`config.mk`:
```
export PLATFORM = sky130hd
export DESIGN_NAME = fma_fault_monitor
export DESIGN_NICKNAME = d
export VERILOG_FILES = /design/src/include/fma_pkg.sv /design/src/logic/fma_fault_monitor.sv
export VERILOG_INCLUDE_DIRS = /design/src /design/src/include
export SDC_FILE = /design/constraint.sdc
export NUM_CORES = 1
export LEC_CHECK = 0
export ABC_AREA = 1
export BUFFER_PORTS_ARGS = -buffer_cell sky130_fd_sc_hd__buf_4
export CELL_PAD_IN_SITES_DETAIL_PLACEMENT = 0
export CELL_PAD_IN_SITES_GLOBAL_PLACEMENT = 1
export CORE_ASPECT_RATIO = 0.5
export CORE_UTILIZATION = 40
export DETAILED_ROUTE_END_ITERATION = 16
export GPL_ROUTABILITY_DRIVEN = 0
export PLACE_DENSITY = 0.83
export RECOVER_POWER = 100
export SYNTH_ARGS = -nofsm -noshare
export SYNTH_HDL_FRONTEND = slang
export SYNTH_SLANG_ARGS = --single-unit
```
`constraint.sdc`:
```
create_clock -name core_clk -period 2.58 [get_ports core_clk]
set_clock_uncertainty 0.15 [all_clocks]
set_input_delay 0.129 -clock core_clk [delete_from_list [all_inputs] [get_ports core_clk]]
set_output_delay 0.129 -clock core_clk [all_outputs]
set_load 0.05 [all_outputs]
```
`src/include/fma_params.svh`:
```
// Constants for the fault monitor aggregation block.
//
// Operation
// - Memory CRC walker runs always, no enable.
// - CRC mismatch drives memory CRC flag low.
// - One memory word consumed per oscillator tick.
// - Writing one clears memory CRC flag.
// - Output GPIO levels sensed and reported back.
// - Access at index FFh or above flags fault.
// - Lower undefined addresses raise no fault.
// - Nonexistent register reads return all zeros.
// - Each monitor owns an active low flag.
// - Status word carries reset, comm, combined flags.
// - Any unmasked detailed flag low drives combined low.
// - Combined clears only after detailed all clear.
// - Masked detailed flag never drives combined.
// - Disabled monitor reports nothing anywhere.
// - GPIO2 is fault pin: output, source fault.
// - Pin active while unmasked non-reset status flag low.
// - Format and polarity bits shape pin level.
// - Format one gives 50% PWM when inactive.
// - Per flag pin mask blocks pin activation.
`ifndef FMA_PARAMS_SVH
`define FMA_PARAMS_SVH

// ============================================================
// Register byte offsets.
`define FMA_OFS_STATUS 32'h0000_0000
`define FMA_OFS_SUPPLY 32'h0000_0004
`define FMA_OFS_CLOCK 32'h0000_0008
`define FMA_OFS_DIGITAL 32'h0000_000C
`define FMA_OFS_ENABLE 32'h0000_0010
`define FMA_OFS_MASK 32'h0000_0014
`define FMA_OFS_PINCFG 32'h0000_0018
`define FMA_OFS_READBACK 32'h0000_001C
`define FMA_OFS_GPIO 32'h0000_0020
`define FMA_OFS_POKE 32'h0000_0024
`define FMA_OFS_PASSES 32'h0000_0028

// ============================================================
// Limits, reset values and timing.
`define FMA_ACC_LIMIT_IDX 30'h0000_00FF
`define FMA_ENABLE_RST 12'hFFF
`define FMA_MASK_RST 12'h000
`define FMA_CRC_SEED 16'hFFFF
`define FMA_CRC_POLY 16'h1021
`define FMA_MEM_SEED 16'hA5C3
`define FMA_MEM_WORDS 16
`define FMA_CLK_PERIOD_NS 4
`define FMA_DIAGNOSTIC_OSCILLATOR_PERIOD_NS 16
`define FMA_DIAGNOSTIC_OSCILLATOR_TICK_CYC (`FMA_DIAGNOSTIC_OSCILLATOR_PERIOD_NS / `FMA_CLK_PERIOD_NS)
`define FMA_PWM_HALF_NS 512
`define FMA_PWM_HALF_CYC (`FMA_PWM_HALF_NS / `FMA_CLK_PERIOD_NS)

`endif

```
`src/include/fma_pkg.sv`:
```
// Types shared by the fault monitor aggregation block.
`default_nettype none
package fma_pkg;
    // Phases of the memory CRC walker.
    typedef enum logic [0:0] {
        FMA_WALK,
        FMA_CHECK
    } fma_walk_e;
endpackage
`default_nettype wire

```
`src/logic/fma_fault_monitor.sv`:
```
// Fault flag aggregation, memory CRC walker and fault pin logic.
//
// The address map and the APB slave port were left to the implementer.
`include "fma_params.svh"
`default_nettype none
module fma_fault_monitor (
    input wire logic core_clk,
    input wire logic rst,
    input wire logic psel,
    input wire logic penable,
    input wire logic pwrite,
    input wire logic [31:0] paddr,
    input wire logic [31:0] pwdata,
    output logic [31:0] prdata,
    output logic pready,
    output logic pslverr,
    input wire logic [3:0] supplyEvt,
    input wire logic [3:0] clockEvt,
    input wire logic [2:0] digitalEvt,
    input wire logic [3:0] commEvt,
    input wire logic [4:0] gpioIn,
    output logic [4:0] gpioOut,
    output logic [4:0] gpioOe,
    output logic [15:0] statusWord
);
    // ============================================================
    // Helper functions.

    // CCITT CRC step over one 16-bit word, MSB first.
    function automatic logic [15:0] crcWord(input logic [15:0] c,
                                            input logic [15:0] d);
        logic fb;
        for (int b = 15; b >= 0; b--) begin
            fb = c[15] ^ d[b];
            c = {c[14:0], 1'b0};
            if (fb) begin
                c = c ^ `FMA_CRC_POLY;
            end
        end
        return c;
    endfunction

    // Production content of memory word i.
    function automatic logic [15:0] memInit(input int i);
        return {i[11:0], 4'h0} ^ `FMA_MEM_SEED;
    endfunction

    // Reference CRC stored in the last word at production.
    function automatic logic [15:0] refCrc();
        logic [15:0] c;
        c = `FMA_CRC_SEED;
        for (int i = 0; i < `FMA_MEM_WORDS - 1; i++) begin
            c = crcWord(c, memInit(i));
        end
        return c;
    endfunction

    // Active-low flag update: enable gate, write-one clear, set wins.
    function automatic logic [3:0] nextFlag(input logic [3:0] cur,
                                            input logic [3:0] evt,
                                            input logic [3:0] en,
                                            input logic [3:0] clr);
        return ~en | ((cur | clr) & ~evt);
    endfunction

    localparam logic [15:0] REF_CRC = refCrc();
    localparam int MW = `FMA_MEM_WORDS;

    // ============================================================
    // Pin synchronisers.

    logic [15:0] syncA; // First stage, read only by syncB.
    logic [15:0] syncB; // Stable copy of the pin levels.

    // Every pin input except commEvt passes two flops before use.
    always_ff @(posedge core_clk) begin
        if (rst) begin
            syncA <= 16'h0000;
            syncB <= 16'h0000;
        end else begin
            syncA <= {gpioIn, digitalEvt, clockEvt, supplyEvt};
            syncB <= syncA;
        end
    end

    wire logic [3:0] supS = syncB[3:0];
    wire logic [3:0] clkS = syncB[7:4];
    wire logic [2:0] digS = syncB[10:8];
    wire logic [4:0] gpiS = syncB[15:11];

    // ============================================================
    // APB slave.

    // Access phase completes on pready; decode is on full address.
    wire logic access = psel & penable & pready;
    wire logic wrEn = access & pwrite;
    // Register index FFh and beyond is outside the register space.
    wire logic outRange = paddr[31:2] >= `FMA_ACC_LIMIT_IDX;

    // Write-one-to-clear strobes per register.
    function automatic logic [3:0] clrOf(input logic [31:0] a,
                                         input logic [31:0] ofs,
                                         input logic [3:0] d,
                                         input logic we);
        return (we && a == ofs) ? d : 4'h0;
    endfunction

    logic [31:0] rdMux; // Read data for the current address.
    logic mapped; // Address hits a defined register other than poke.
    // Configuration and flag registers, declared before the mux.
    logic [3:0] supplyFlag;
    logic [3:0] clockFlag;
    logic [3:0] digitalFlag; // Bit 0 is the memory CRC flag.
    logic [3:0] commFlag;
    logic accessFlag;
    logic [2:0] combFlag; // Supply, clock, digital.
    logic resetFlag;
    logic [11:0] enableReg;
    logic [11:0] maskReg;
    logic [11:0] pinCfg; // Src, fmt, pol, dir-free, pin mask.
    logic [4:0] gpioDir;
    logic [4:0] gpioData;
    logic [15:0] passCount;
    logic [15:0] curStatus;

    // Combined flags sit supply, clock, digital from bit 14 down, so a
    // write-one at a status bit clears the same flag that the bit shows.
    assign curStatus = {resetFlag, combFlag[0], combFlag[1], combFlag[2],
                        accessFlag, commFlag, 7'h00};

    // Read multiplexer; unknown addresses answer zero.
    always_comb begin
        rdMux = 32'h0000_0000;
        mapped = 1'b1;
        case (paddr)
            `FMA_OFS_STATUS: rdMux = {16'h0000, curStatus};
            `FMA_OFS_SUPPLY: rdMux = {28'h0, supplyFlag};
            `FMA_OFS_CLOCK: rdMux = {28'h0, clockFlag};
            `FMA_OFS_DIGITAL: rdMux = {28'h0, digitalFlag};
            `FMA_OFS_ENABLE: rdMux = {20'h0, enableReg};
            `FMA_OFS_MASK: rdMux = {20'h0, maskReg};
            `FMA_OFS_PINCFG: rdMux = {20'h0, pinCfg};
            // Sensed level shown only for pins driven as outputs.
            `FMA_OFS_READBACK: rdMux = {27'h0, gpiS & gpioDir};
            `FMA_OFS_GPIO: rdMux = {22'h0, gpioData, gpioDir};
            `FMA_OFS_PASSES: rdMux = {16'h0000, passCount};
            default: begin
                mapped = 1'b0;
            end
        endcase
    end

    // No wait state: pready is high in the first access-phase cycle only.
    always_ff @(posedge core_clk) begin
        if (rst) begin
            pready <= 1'b0;
            prdata <= 32'h0000_0000;
            pslverr <= 1'b0;
        end else begin
            pready <= psel & ~penable & ~pready;
            prdata <= rdMux;
        end
    end

    // Configuration registers written by software.
    always_ff @(posedge core_clk) begin
        if (rst) begin
            enableReg <= `FMA_ENABLE_RST;
            maskReg <= `FMA_MASK_RST;
            pinCfg <= 12'h000;
            gpioDir <= 5'h00;
            gpioData <= 5'h00;
        end else if (wrEn) begin
            case (paddr)
                `FMA_OFS_ENABLE: enableReg <= pwdata[11:0];
                `FMA_OFS_MASK: maskReg <= pwdata[11:0];
                `FMA_OFS_PINCFG: pinCfg <= pwdata[11:0];
                `FMA_OFS_GPIO: begin
                    gpioDir <= pwdata[4:0];
                    gpioData <= pwdata[9:5];
                end
                default: begin
                    gpioDir <= gpioDir;
                end
            endcase
        end
    end

    // ============================================================
    // Memory CRC walker.

    logic [15:0] mem [MW]; // Internal memory, last word is reference.
    logic [1:0] oscdCnt;
    logic oscdTick; // One pulse per diagnostic oscillator period.
    logic [3:0] walkIdx;
    logic [15:0] crcAcc;
    logic crcMismatch;
    fma_pkg::fma_walk_e walkState;

    // Diagnostic oscillator period as an enable divider.
    always_ff @(posedge core_clk) begin
        if (rst) begin
            oscdCnt <= 2'h0;
            oscdTick <= 1'b0;
        end else begin
            oscdCnt <= oscdCnt + 2'h1;
            oscdTick <= oscdCnt == 2'(`FMA_DIAGNOSTIC_OSCILLATOR_TICK_CYC - 1);
        end
    end

    // Memory loads production content; poke lets software upset bits.
    always_ff @(posedge core_clk) begin
        if (rst) begin
            for (int i = 0; i < MW - 1; i++) begin
                mem[i] <= memInit(i);
            end
            mem[MW-1] <= REF_CRC;
        end else if (wrEn && paddr == `FMA_OFS_POKE) begin
            mem[pwdata[19:16]] <= mem[pwdata[19:16]] ^ pwdata[15:0];
        end
    end

    // Free-running walk with no enable; it restarts after each pass.
    always_ff @(posedge core_clk) begin
        if (rst) begin
            walkState <= fma_pkg::FMA_WALK;
            walkIdx <= 4'h0;
            crcAcc <= `FMA_CRC_SEED;
            crcMismatch <= 1'b0;
            passCount <= 16'h0000;
        end else begin
            crcMismatch <= 1'b0;
            if (oscdTick) begin
                case (walkState)
                    fma_pkg::FMA_WALK: begin
                        crcAcc <= crcWord(crcAcc, mem[walkIdx]);
                        walkIdx <= walkIdx + 4'h1;
                        if (walkIdx == 4'(MW - 2)) begin
                            walkState <= fma_pkg::FMA_CHECK;
                        end
                    end
                    fma_pkg::FMA_CHECK: begin
                        // The reference word is consumed in this tick.
                        crcMismatch <= crcAcc != mem[walkIdx];
                        crcAcc <= `FMA_CRC_SEED;
                        walkIdx <= 4'h0;
                        passCount <= passCount + 16'h0001;
                        walkState <= fma_pkg::FMA_WALK;
                    end
                    default: begin
                        walkState <= fma_pkg::FMA_WALK;
                    end
                endcase
            end
        end
    end

    // ============================================================
    // Detailed flags, combined flags and status word.

    wire logic [3:0] supEn = enableReg[3:0];
    wire logic [3:0] clkEn = enableReg[7:4];
    // The memory CRC monitor has no enable, so bit 0 reads as one.
    wire logic [3:0] digEn = {enableReg[11:9], 1'b1};
    wire logic [3:0] digEvtAll = {digS, crcMismatch};
    wire logic [3:0] statClr = clrOf(paddr, `FMA_OFS_STATUS,
                                     pwdata[15:12], wrEn);
    wire logic [3:0] commClr = clrOf(paddr, `FMA_OFS_STATUS,
                                     pwdata[10:7], wrEn);
    wire logic accClr = wrEn && paddr == `FMA_OFS_STATUS && pwdata[11];

    // Unmasked faults per group; masked ones stay detail-only.
    wire logic [2:0] groupFault = {
        |(~digitalFlag & ~maskReg[11:8]),
        |(~clockFlag & ~maskReg[7:4]),
        |(~supplyFlag & ~maskReg[3:0])};
    wire logic [2:0] groupClean = {&digitalFlag, &clockFlag,
                                   &supplyFlag};

    // Detailed flags: sticky low, gated by enable, cleared by ones.
    always_ff @(posedge core_clk) begin
        if (rst) begin
            supplyFlag <= 4'hF;
            clockFlag <= 4'hF;
            digitalFlag <= 4'hF;
        end else begin
            supplyFlag <= nextFlag(supplyFlag, supS, supEn,
                clrOf(paddr, `FMA_OFS_SUPPLY, pwdata[3:0], wrEn));
            clockFlag <= nextFlag(clockFlag, clkS, clkEn,
                clrOf(paddr, `FMA_OFS_CLOCK, pwdata[3:0], wrEn));
            digitalFlag <= nextFlag(digitalFlag, digEvtAll,
                digEn,
                clrOf(paddr, `FMA_OFS_DIGITAL, pwdata[3:0], wrEn));
        end
    end

    // Combined flags follow groups; clear needs a clean group.
    always_ff @(posedge core_clk) begin
        if (rst) begin
            combFlag <= 3'h7;
        end else begin
            for (int g = 0; g < 3; g++) begin
                if (groupFault[g]) begin
                    combFlag[g] <= 1'b0;
                end else if (statClr[2-g] && groupClean[g]) begin
                    combFlag[g] <= 1'b1;
                end
            end
        end
    end

    // Communication and access flags; reset flag marks a reset.
    always_ff @(posedge core_clk) begin
        if (rst) begin
            commFlag <= 4'hF;
            accessFlag <= 1'b1;
            resetFlag <= 1'b0;
        end else begin
            commFlag <= nextFlag(commFlag, commEvt, 4'hF, commClr);
            // Only index FFh and above counts as illegal.
            if (access && outRange) begin
                accessFlag <= 1'b0;
            end else if (accClr) begin
                accessFlag <= 1'b1;
            end
            if (statClr[3]) begin
                resetFlag <= 1'b1;
            end
        end
    end

    // Word sent at the head of every frame by the serial port.
    always_ff @(posedge core_clk) begin
        if (rst) begin
            statusWord <= 16'h0000;
        end else begin
            statusWord <= curStatus;
        end
    end

    // ============================================================
    // Fault pin on GPIO2 and GPIO drivers.

    wire logic pinSrc = pinCfg[0];
    wire logic pinFmt = pinCfg[1];
    wire logic pinPol = pinCfg[2];
    wire logic [7:0] pinMask = pinCfg[11:4];
    wire logic pinActive = |(~curStatus[14:7] & ~pinMask);
    logic [7:0] pwmCnt;
    logic pwmLevel; // Square wave, half period each level.

    // Heartbeat source: a 50% duty square wave.
    always_ff @(posedge core_clk) begin
        if (rst) begin
            pwmCnt <= 8'h00;
            pwmLevel <= 1'b0;
        end else if (pwmCnt == 8'(`FMA_PWM_HALF_CYC - 1)) begin
            pwmCnt <= 8'h00;
            pwmLevel <= ~pwmLevel;
        end else begin
            pwmCnt <= pwmCnt + 8'h01;
        end
    end

    // Active drives the polarity level; inactive is static or PWM.
    wire logic faultLevel = pinActive ? pinPol :
        (pinFmt ? pwmLevel : ~pinPol);

    // Drivers registered so every pin output comes from a flop.
    always_ff @(posedge core_clk) begin
        if (rst) begin
            gpioOut <= 5'h00;
            gpioOe <= 5'h00;
        end else begin
            gpioOe <= gpioDir;
            gpioOut <= gpioData;
            if (gpioDir[2] && !pinSrc) begin
                gpioOut[2] <= faultLevel;
            end
        end
    end

    // ============================================================
    // Assertions.

    property p_memFlag;
        @(posedge core_clk) disable iff (rst)
        crcMismatch |=> !digitalFlag[0];
    endproperty
    a_memFlag: assert property (p_memFlag)
        else $error("memory CRC flag not set on mismatch");

    property p_tickSpacing;
        @(posedge core_clk) disable iff (rst)
        oscdTick |=> !oscdTick [*3] ##1 oscdTick;
    endproperty
    a_tickSpacing: assert property (p_tickSpacing)
        else $error("oscillator tick spacing wrong");

    property p_accFault;
        @(posedge core_clk) disable iff (rst)
        access && outRange |=> !accessFlag;
    endproperty
    a_accFault: assert property (p_accFault)
        else $error("out of range access not flagged");

    property p_accQuiet;
        @(posedge core_clk) disable iff (rst)
        accessFlag && !(access && outRange) |=> accessFlag;
    endproperty
    a_accQuiet: assert property (p_accQuiet)
        else $error("access flag fell without illegal access");

    property p_unmapped;
        @(posedge core_clk) disable iff (rst)
        access && !pwrite && !mapped |-> prdata == 32'h0000_0000;
    endproperty
    a_unmapped: assert property (p_unmapped)
        else $error("unmapped read returned data");

    property p_combSet;
        @(posedge core_clk) disable iff (rst)
        |(~supplyFlag & ~maskReg[3:0]) |=> !combFlag[0];
    endproperty
    a_combSet: assert property (p_combSet)
        else $error("supply combined flag missed a fault");

    property p_combHold;
        @(posedge core_clk) disable iff (rst)
        !combFlag[1] && !(&clockFlag) |=> !combFlag[1];
    endproperty
    a_combHold: assert property (p_combHold)
        else $error("clock combined cleared with detail pending");

    property p_disabled;
        @(posedge core_clk) disable iff (rst)
        &(supplyFlag | $past(supEn));
    endproperty
    a_disabled: assert property (p_disabled)
        else $error("disabled monitor reported a fault");

    property p_status;
        @(posedge core_clk) disable iff (rst)
        1'b1 |=> statusWord == $past(curStatus);
    endproperty
    a_status: assert property (p_status)
        else $error("status word does not follow flags");

    property p_pinStatic;
        @(posedge core_clk) disable iff (rst)
        gpioDir[2] && !pinSrc && !pinFmt && !pinActive
            |=> gpioOut[2] == ~$past(pinPol);
    endproperty
    a_pinStatic: assert property (p_pinStatic)
        else $error("inactive static pin level wrong");

    property p_sticky;
        @(posedge core_clk) disable iff (rst)
        !clockFlag[3] && clkEn[3] && !(wrEn && paddr == `FMA_OFS_CLOCK)
            |=> !clockFlag[3];
    endproperty
    a_sticky: assert property (p_sticky)
        else $error("clock flag released without a write");
endmodule
`default_nettype wire

```
Word level (Yosys, flattened, before mapping)
Memories as Yosys holds them, arrays and structs flattened. A register that Yosys moved wholly into a read port is not among the register bits. Cells that the tools add are included.

Bits in registers: 208. Latch bits: 0. Bits in writable memories: 256. ROM bits: 0. Bits of input ports: 89. Logic and storage cells: 250. Memories: 1.

Memory list: mem (words 16, width 16, read ports 2, clocked after memory_dff 1, wr ports 16, RTL line fma_fault_monitor.sv:192) `logic [15:0] mem [MW];`.

Add/sub/neg operators: 4. Multipliers: 0. Divide/modulo/power cells: 0. Magnitude comparators: 1. Equal/unequal tests: 14. Shift operators: 0. Mux-type cells: 92. Bitwise gates (word level): 75. Reduce and logical (&&, ||, !) cells: 32.

Operator list (count): $mux W16 (46); $mux W13 (16); $pmux W16 S10 (1); $eq A32 B5 Y1 const B (4); $eq A32 B6 Y1 const B (3); $eq A32 B4 Y1 const B (2); $not A4 Y4 (13); $not A3 Y3 (16); $eq A32 B3 Y1 const B (1); $logic_not A32 Y1 (1); $mux W4 (8); $pmux W16 S2 (1); $ge A30 B8 Y1 const B (1); $and A4 B4 Y4 (7); $or A4 B4 Y4 (7); $mux W1 (18); $add A16 B1 Y16 const B (1); $ne A16 B16 Y1 (1); $not A8 Y8 (2); $reduce_or A16 Y1 (1); $xor A1 B1 Y1 (16); $xor A16 B16 Y16 (1); $reduce_and A4 Y1 (3); $reduce_or A4 Y1 (3); other kinds (19) (45).

Logic depth before layout (Yosys ltp)
Depth in word-level cells: 78. Gate-level depth with buffers: 21. Mapped depth without buffers: 19.

Least setup slack after synthesis
Ideal clock, no wire load.

Path type: register to register. Start point: register pready. End point: memory mem[12][0] (enable). Arrival time: 2.151 ns. Data required time: 2.058 ns. Path slack: -0.092 ns. Cell stages (with the launch flop): 12. Cells stage by stage: dfxtp_1 > nand3_1 > inv_1 > nand2_1 > nor3_1 > nand2_2 > inv_2 > nand2_4 > nor2_4 > inv_2 > buf_6 > nand2_1.

RTL lines: from (decl) (RTL line fma_fault_monitor.sv:15) `output logic pready,`; from (signal assigned) (RTL line fma_fault_monitor.sv:160) `pready <= psel & ~penable & ~pready;`; to (decl) (RTL line fma_fault_monitor.sv:192).

==> results by group <==
Synth
  • Adder-cell share of the synthesized area: 0.2794%
  • Unique masters post-synth: 56
  • Largest family of logic cells by synthesized area: simple AND/OR/NAND/NOR gates
  • Fraction of registers with async set/reset: 0%
  • Mapped cell area: around 22000 um2
  • Post-synth EDFFs: about 260
  • Multiplexer share of the synthesized area: 0%
  • Synthesized flop and latch total: 445
  • Seq/Total Area, Yosys: approximately 51%
  • Cell taking the most area after synthesis: edfxtp_1
  • Synth Area in XOR/XNOR: under 10%
  • Post-Synth Simple-Gate Area: 22.49%
  • Yosys warns: 0
  • Cells after Synth: 2642
  • Post-synthesis compound-gate area fraction: between 10% and 20%
  • Top_reg_cell synth: edfxtp_1
  • Synthesized area per cell: 8.474 um2
  • Most area-consuming cells after synthesis: edfxtp_1 (34%), dfxtp_1 (17%), nand2_1 (9.6%), nand3_1 (5.3%), inv_1 (5.2%)
  • Top-area cell type share of the netlist area: 34.34%

Drt
  • Vias per cell: ~5.5
  • Drt pass-1 iters: 6
  • Routed wire length: slightly above 70000 um
  • Initial DRC Count: about 2100
  • Post-DR wirelength/cell: roughly 20 um
  • Post-DRT Antenna Nets: 0
  • DR vias: about 20000
  • DRC viols: 0

Final layout
  • Post-layout util: 51.41%
  • Ratio of cells with drive above 1 in the final layout: between 20% and 30%
  • Post-route cell area: about 28000 um2
  • Area grow syn2layout: 25.17%
  • Most common cell after layout, fill and taps aside: nand2_1
  • Layout Nets: 3015
  • Most frequent cells in the layout: nand2_1 (476), inv_1 (306), nor2_1 (294), edfxtp_1 (256), buf_4 (190)
  • Ant diodes: 0

Clock tree
  • Clock sink count: 445
  • Clock buffer depth: 3
  • H-tree levels: 2
  • Worst-skew pair later-pin latency: around 580 ps
  • CTS tree: done
  • TritonCTS buffer count: 43
  • CTS clock-pin slew for the worst setup and hold paths: roughly 70 ps
  • CTS root buffer: clkbuf_16

Power and ir drop
  • Leakage power: 11.30 nW
  • Maximum vdd drop: approximately 0.43 mV
  • Clock network fraction of total power: about 40%
  • Switch Pwr: approximately 4.3 mW
  • Internal power: between 10 and 15 mW
  • Gate power share: 13.4%
  • PwrDens: 581.2 nW/um2
  • Sw frac: 26.59%
  • Share of power burned in registers: approximately 47%
  • Final Total Pwr: 16.29 mW

Timing
  • Count of final max-slew check failures: 0
  • Final hold vios: 0
  • RSZ-0062 raised after global routing: yes
  • PnR worst setup slack: -30.43 ps
  • Least-Margin Pin Slew: about 1000 ps
  • Relative slew slack: about a third
  • Final setup viols: 3
  • F_max: 0.3831 GHz
  • Minimum clock period: approximately 2600 ps
  • Final period utilization: 101.2%
  • Hold Slack: a little under 80 ps

Die
  • Die area: 56980 um2
  • # IOs: around 150
  • Core area: 54500 um2
  • Die Height: approximately 170 um
  • Die width: 336.6 um
  • Starting Density: about 40%
  • # rows: 60

Global routing
  • Vias in the first global route: around 19000
  • Initial antenna violation count: 1
  • Largest net degree at the start of global routing: 65
  • All-layer global routing usage: 24.39%
  • Global route total overflow: 0
  • Global-route wire length before repair: 107600 um

Status
  • Outcome: finished, violations left
  • Failing checks: negative setup slack

Worst setup path
  • Biggest cell delay along the critical path: 400 ps
  • CP Max Fanout: 10
  • Slowest cell on crit path: dfxtp_4
  • Startpoint types: flop
  • Top cell by count, worst path: nand2_4
  • Data required, critical path: about 2900 ps
  • CP endpoint kind: flop
  • Cell-by-cell trace of the critical path: buf_6 -> clkbuf_16 -> clkbuf_16 -> o211ai_1 -> nand3_1 -> nand3_4 -> nand2_4 -> nand2_4 -> nand2_8 -> nand2_8 -> nand2_8 -> nand2_4 -> nand2_4 -> nand2_4 -> nand3_2 -> nand3_2 -> nand2_1
  • Kind of critical path: reg -> reg
  • CP arrival: just under 3000 ps
  • CP Buf/Inv Count: 3
  • Top cell family by delay on the critical path: simple AND/OR/NAND/NOR gates

Placement
  • Cell Area, Placed: about 25000 um2
  • Pre-CTS setup slack: -145.7 ps
  • IO buf count: ~110
  • Post-DP HPWL: approximately 50000 um

Flow run
  • Max Cap Viol: 0

Worst hold path
  • Hold crit path type: in -> reg
[routing by layer]
layer	part of all wire, %	vias up	global-route usage, %	routed length (um)
li1	-	9424	-	-
met1	43	9640	33.70	31020
met2	46	1001	39.45	33380
met3	8.2	146	3.199	5925
met4	3.2	0	8.261	2293
met5	0	-	0	0
[area by class of cell]
cell class                 instances  area, um2
clock buffer                      56       1219
clock inverter                    23      183.9
fill                            5039      26480
inverter                         339       1295
multi-input combinational       1720       9658
sequential                       445      11480
tap                              744      930.9
timing repair buffer             372       3256
[registers in the layout, indices dropped and copies added (netlist names), 5 cells and up, named ones only]
name,count
mem,256
crcAcc,16
passCount,16
prdata,16
syncA,16
syncB,16
enableReg,12
maskReg,12
pinCfg,12
statusWord,9
pwmCnt,8
gpioData,5
gpioDir,5
gpioOe,5
gpioOut,5
[cell usage after synthesis, drive strengths merged, types with 4 or more instances]
| cell | count |
|---|---|
| ha | 5 |
| nor3b | 4 |
| edfxtp | 256 |
| o221ai | 24 |
| o22ai | 21 |
| o211ai | 129 |
| nand3 | 240 |
| a221oi | 20 |
| a22oi | 64 |
| buf | 115 |
| nor2 | 310 |
| nor3 | 20 |
| a21oi | 80 |
| inv | 337 |
| clkbuf | 46 |
| nor4 | 10 |
| nand2 | 581 |
| or2 | 6 |
| nand4 | 9 |
| o21ai | 130 |
| xor2 | 19 |
| dfxtp | 189 |
[worst min-delay path, cell delays in order]
cell	delay [ps]
buf_4	100
nor3_2	60
nand2_2	130
nor2_2	60
buf_4	170
nand2_1	60
o21ai_1	50
[power by group through the flow]
stage          Combinational [mW]  Clock (mW)  Sequential, mW
4_1_cts                      1.95        6.44            7.70
5_1_grt                      2.32        6.74            7.71
3_3_place_gp                 1.86           0            7.85
6_report                     2.19        6.40            7.70
3_5_place_dp                 1.89           0            7.85
2_1_floorplan                1.12           0            7.87
[kinds of logic after synthesis]
family	after synthesis
other	1
AND/OR/NAND/NOR	1184
AO/OA/AOI/OAI	487
XOR/XNOR	20
flip-flops	445
adder cells (fa/ha/maj)	5
buffers and inverters	500
[what timing repair did]
item                                   4_1_cts  5_1_grt
pin swaps                                    0       95
endpoints found under the hold margin      258        0
setup endpoints to repair                   14       20
hold buffers                                43        0
cloned                                       1       10
buffers inserted                             0       15
resized for setup                           15      263
[path summary, 6_finish.rpt]
path	slack [ps]	startpoint	endpoint	cells after the start
setup reg to reg	-30	flop	crcAcc[6]$_SDFFE_PP1P_	17
hold / removal	80	paddr[3]	prdata[13]$_SDFF_PP0_	7
setup / recovery	-30	flop	crcAcc[6]$_SDFFE_PP1P_	17
hold reg to reg	240	syncA[9]$_SDFF_PP0_	syncB[9]$_SDFF_PP0_	2
[stage by stage]
step,std cells,TNS [ps]
5_1_grt,3699,-1211
2_1_floorplan,2665,0
6_report,3699,-57.93
4_1_cts,3676,-24.08
3_3_place_gp,3553,-531.9
3_5_place_dp,3553,-876.0
No activity file was read; power rests on OpenSTA's default activity.
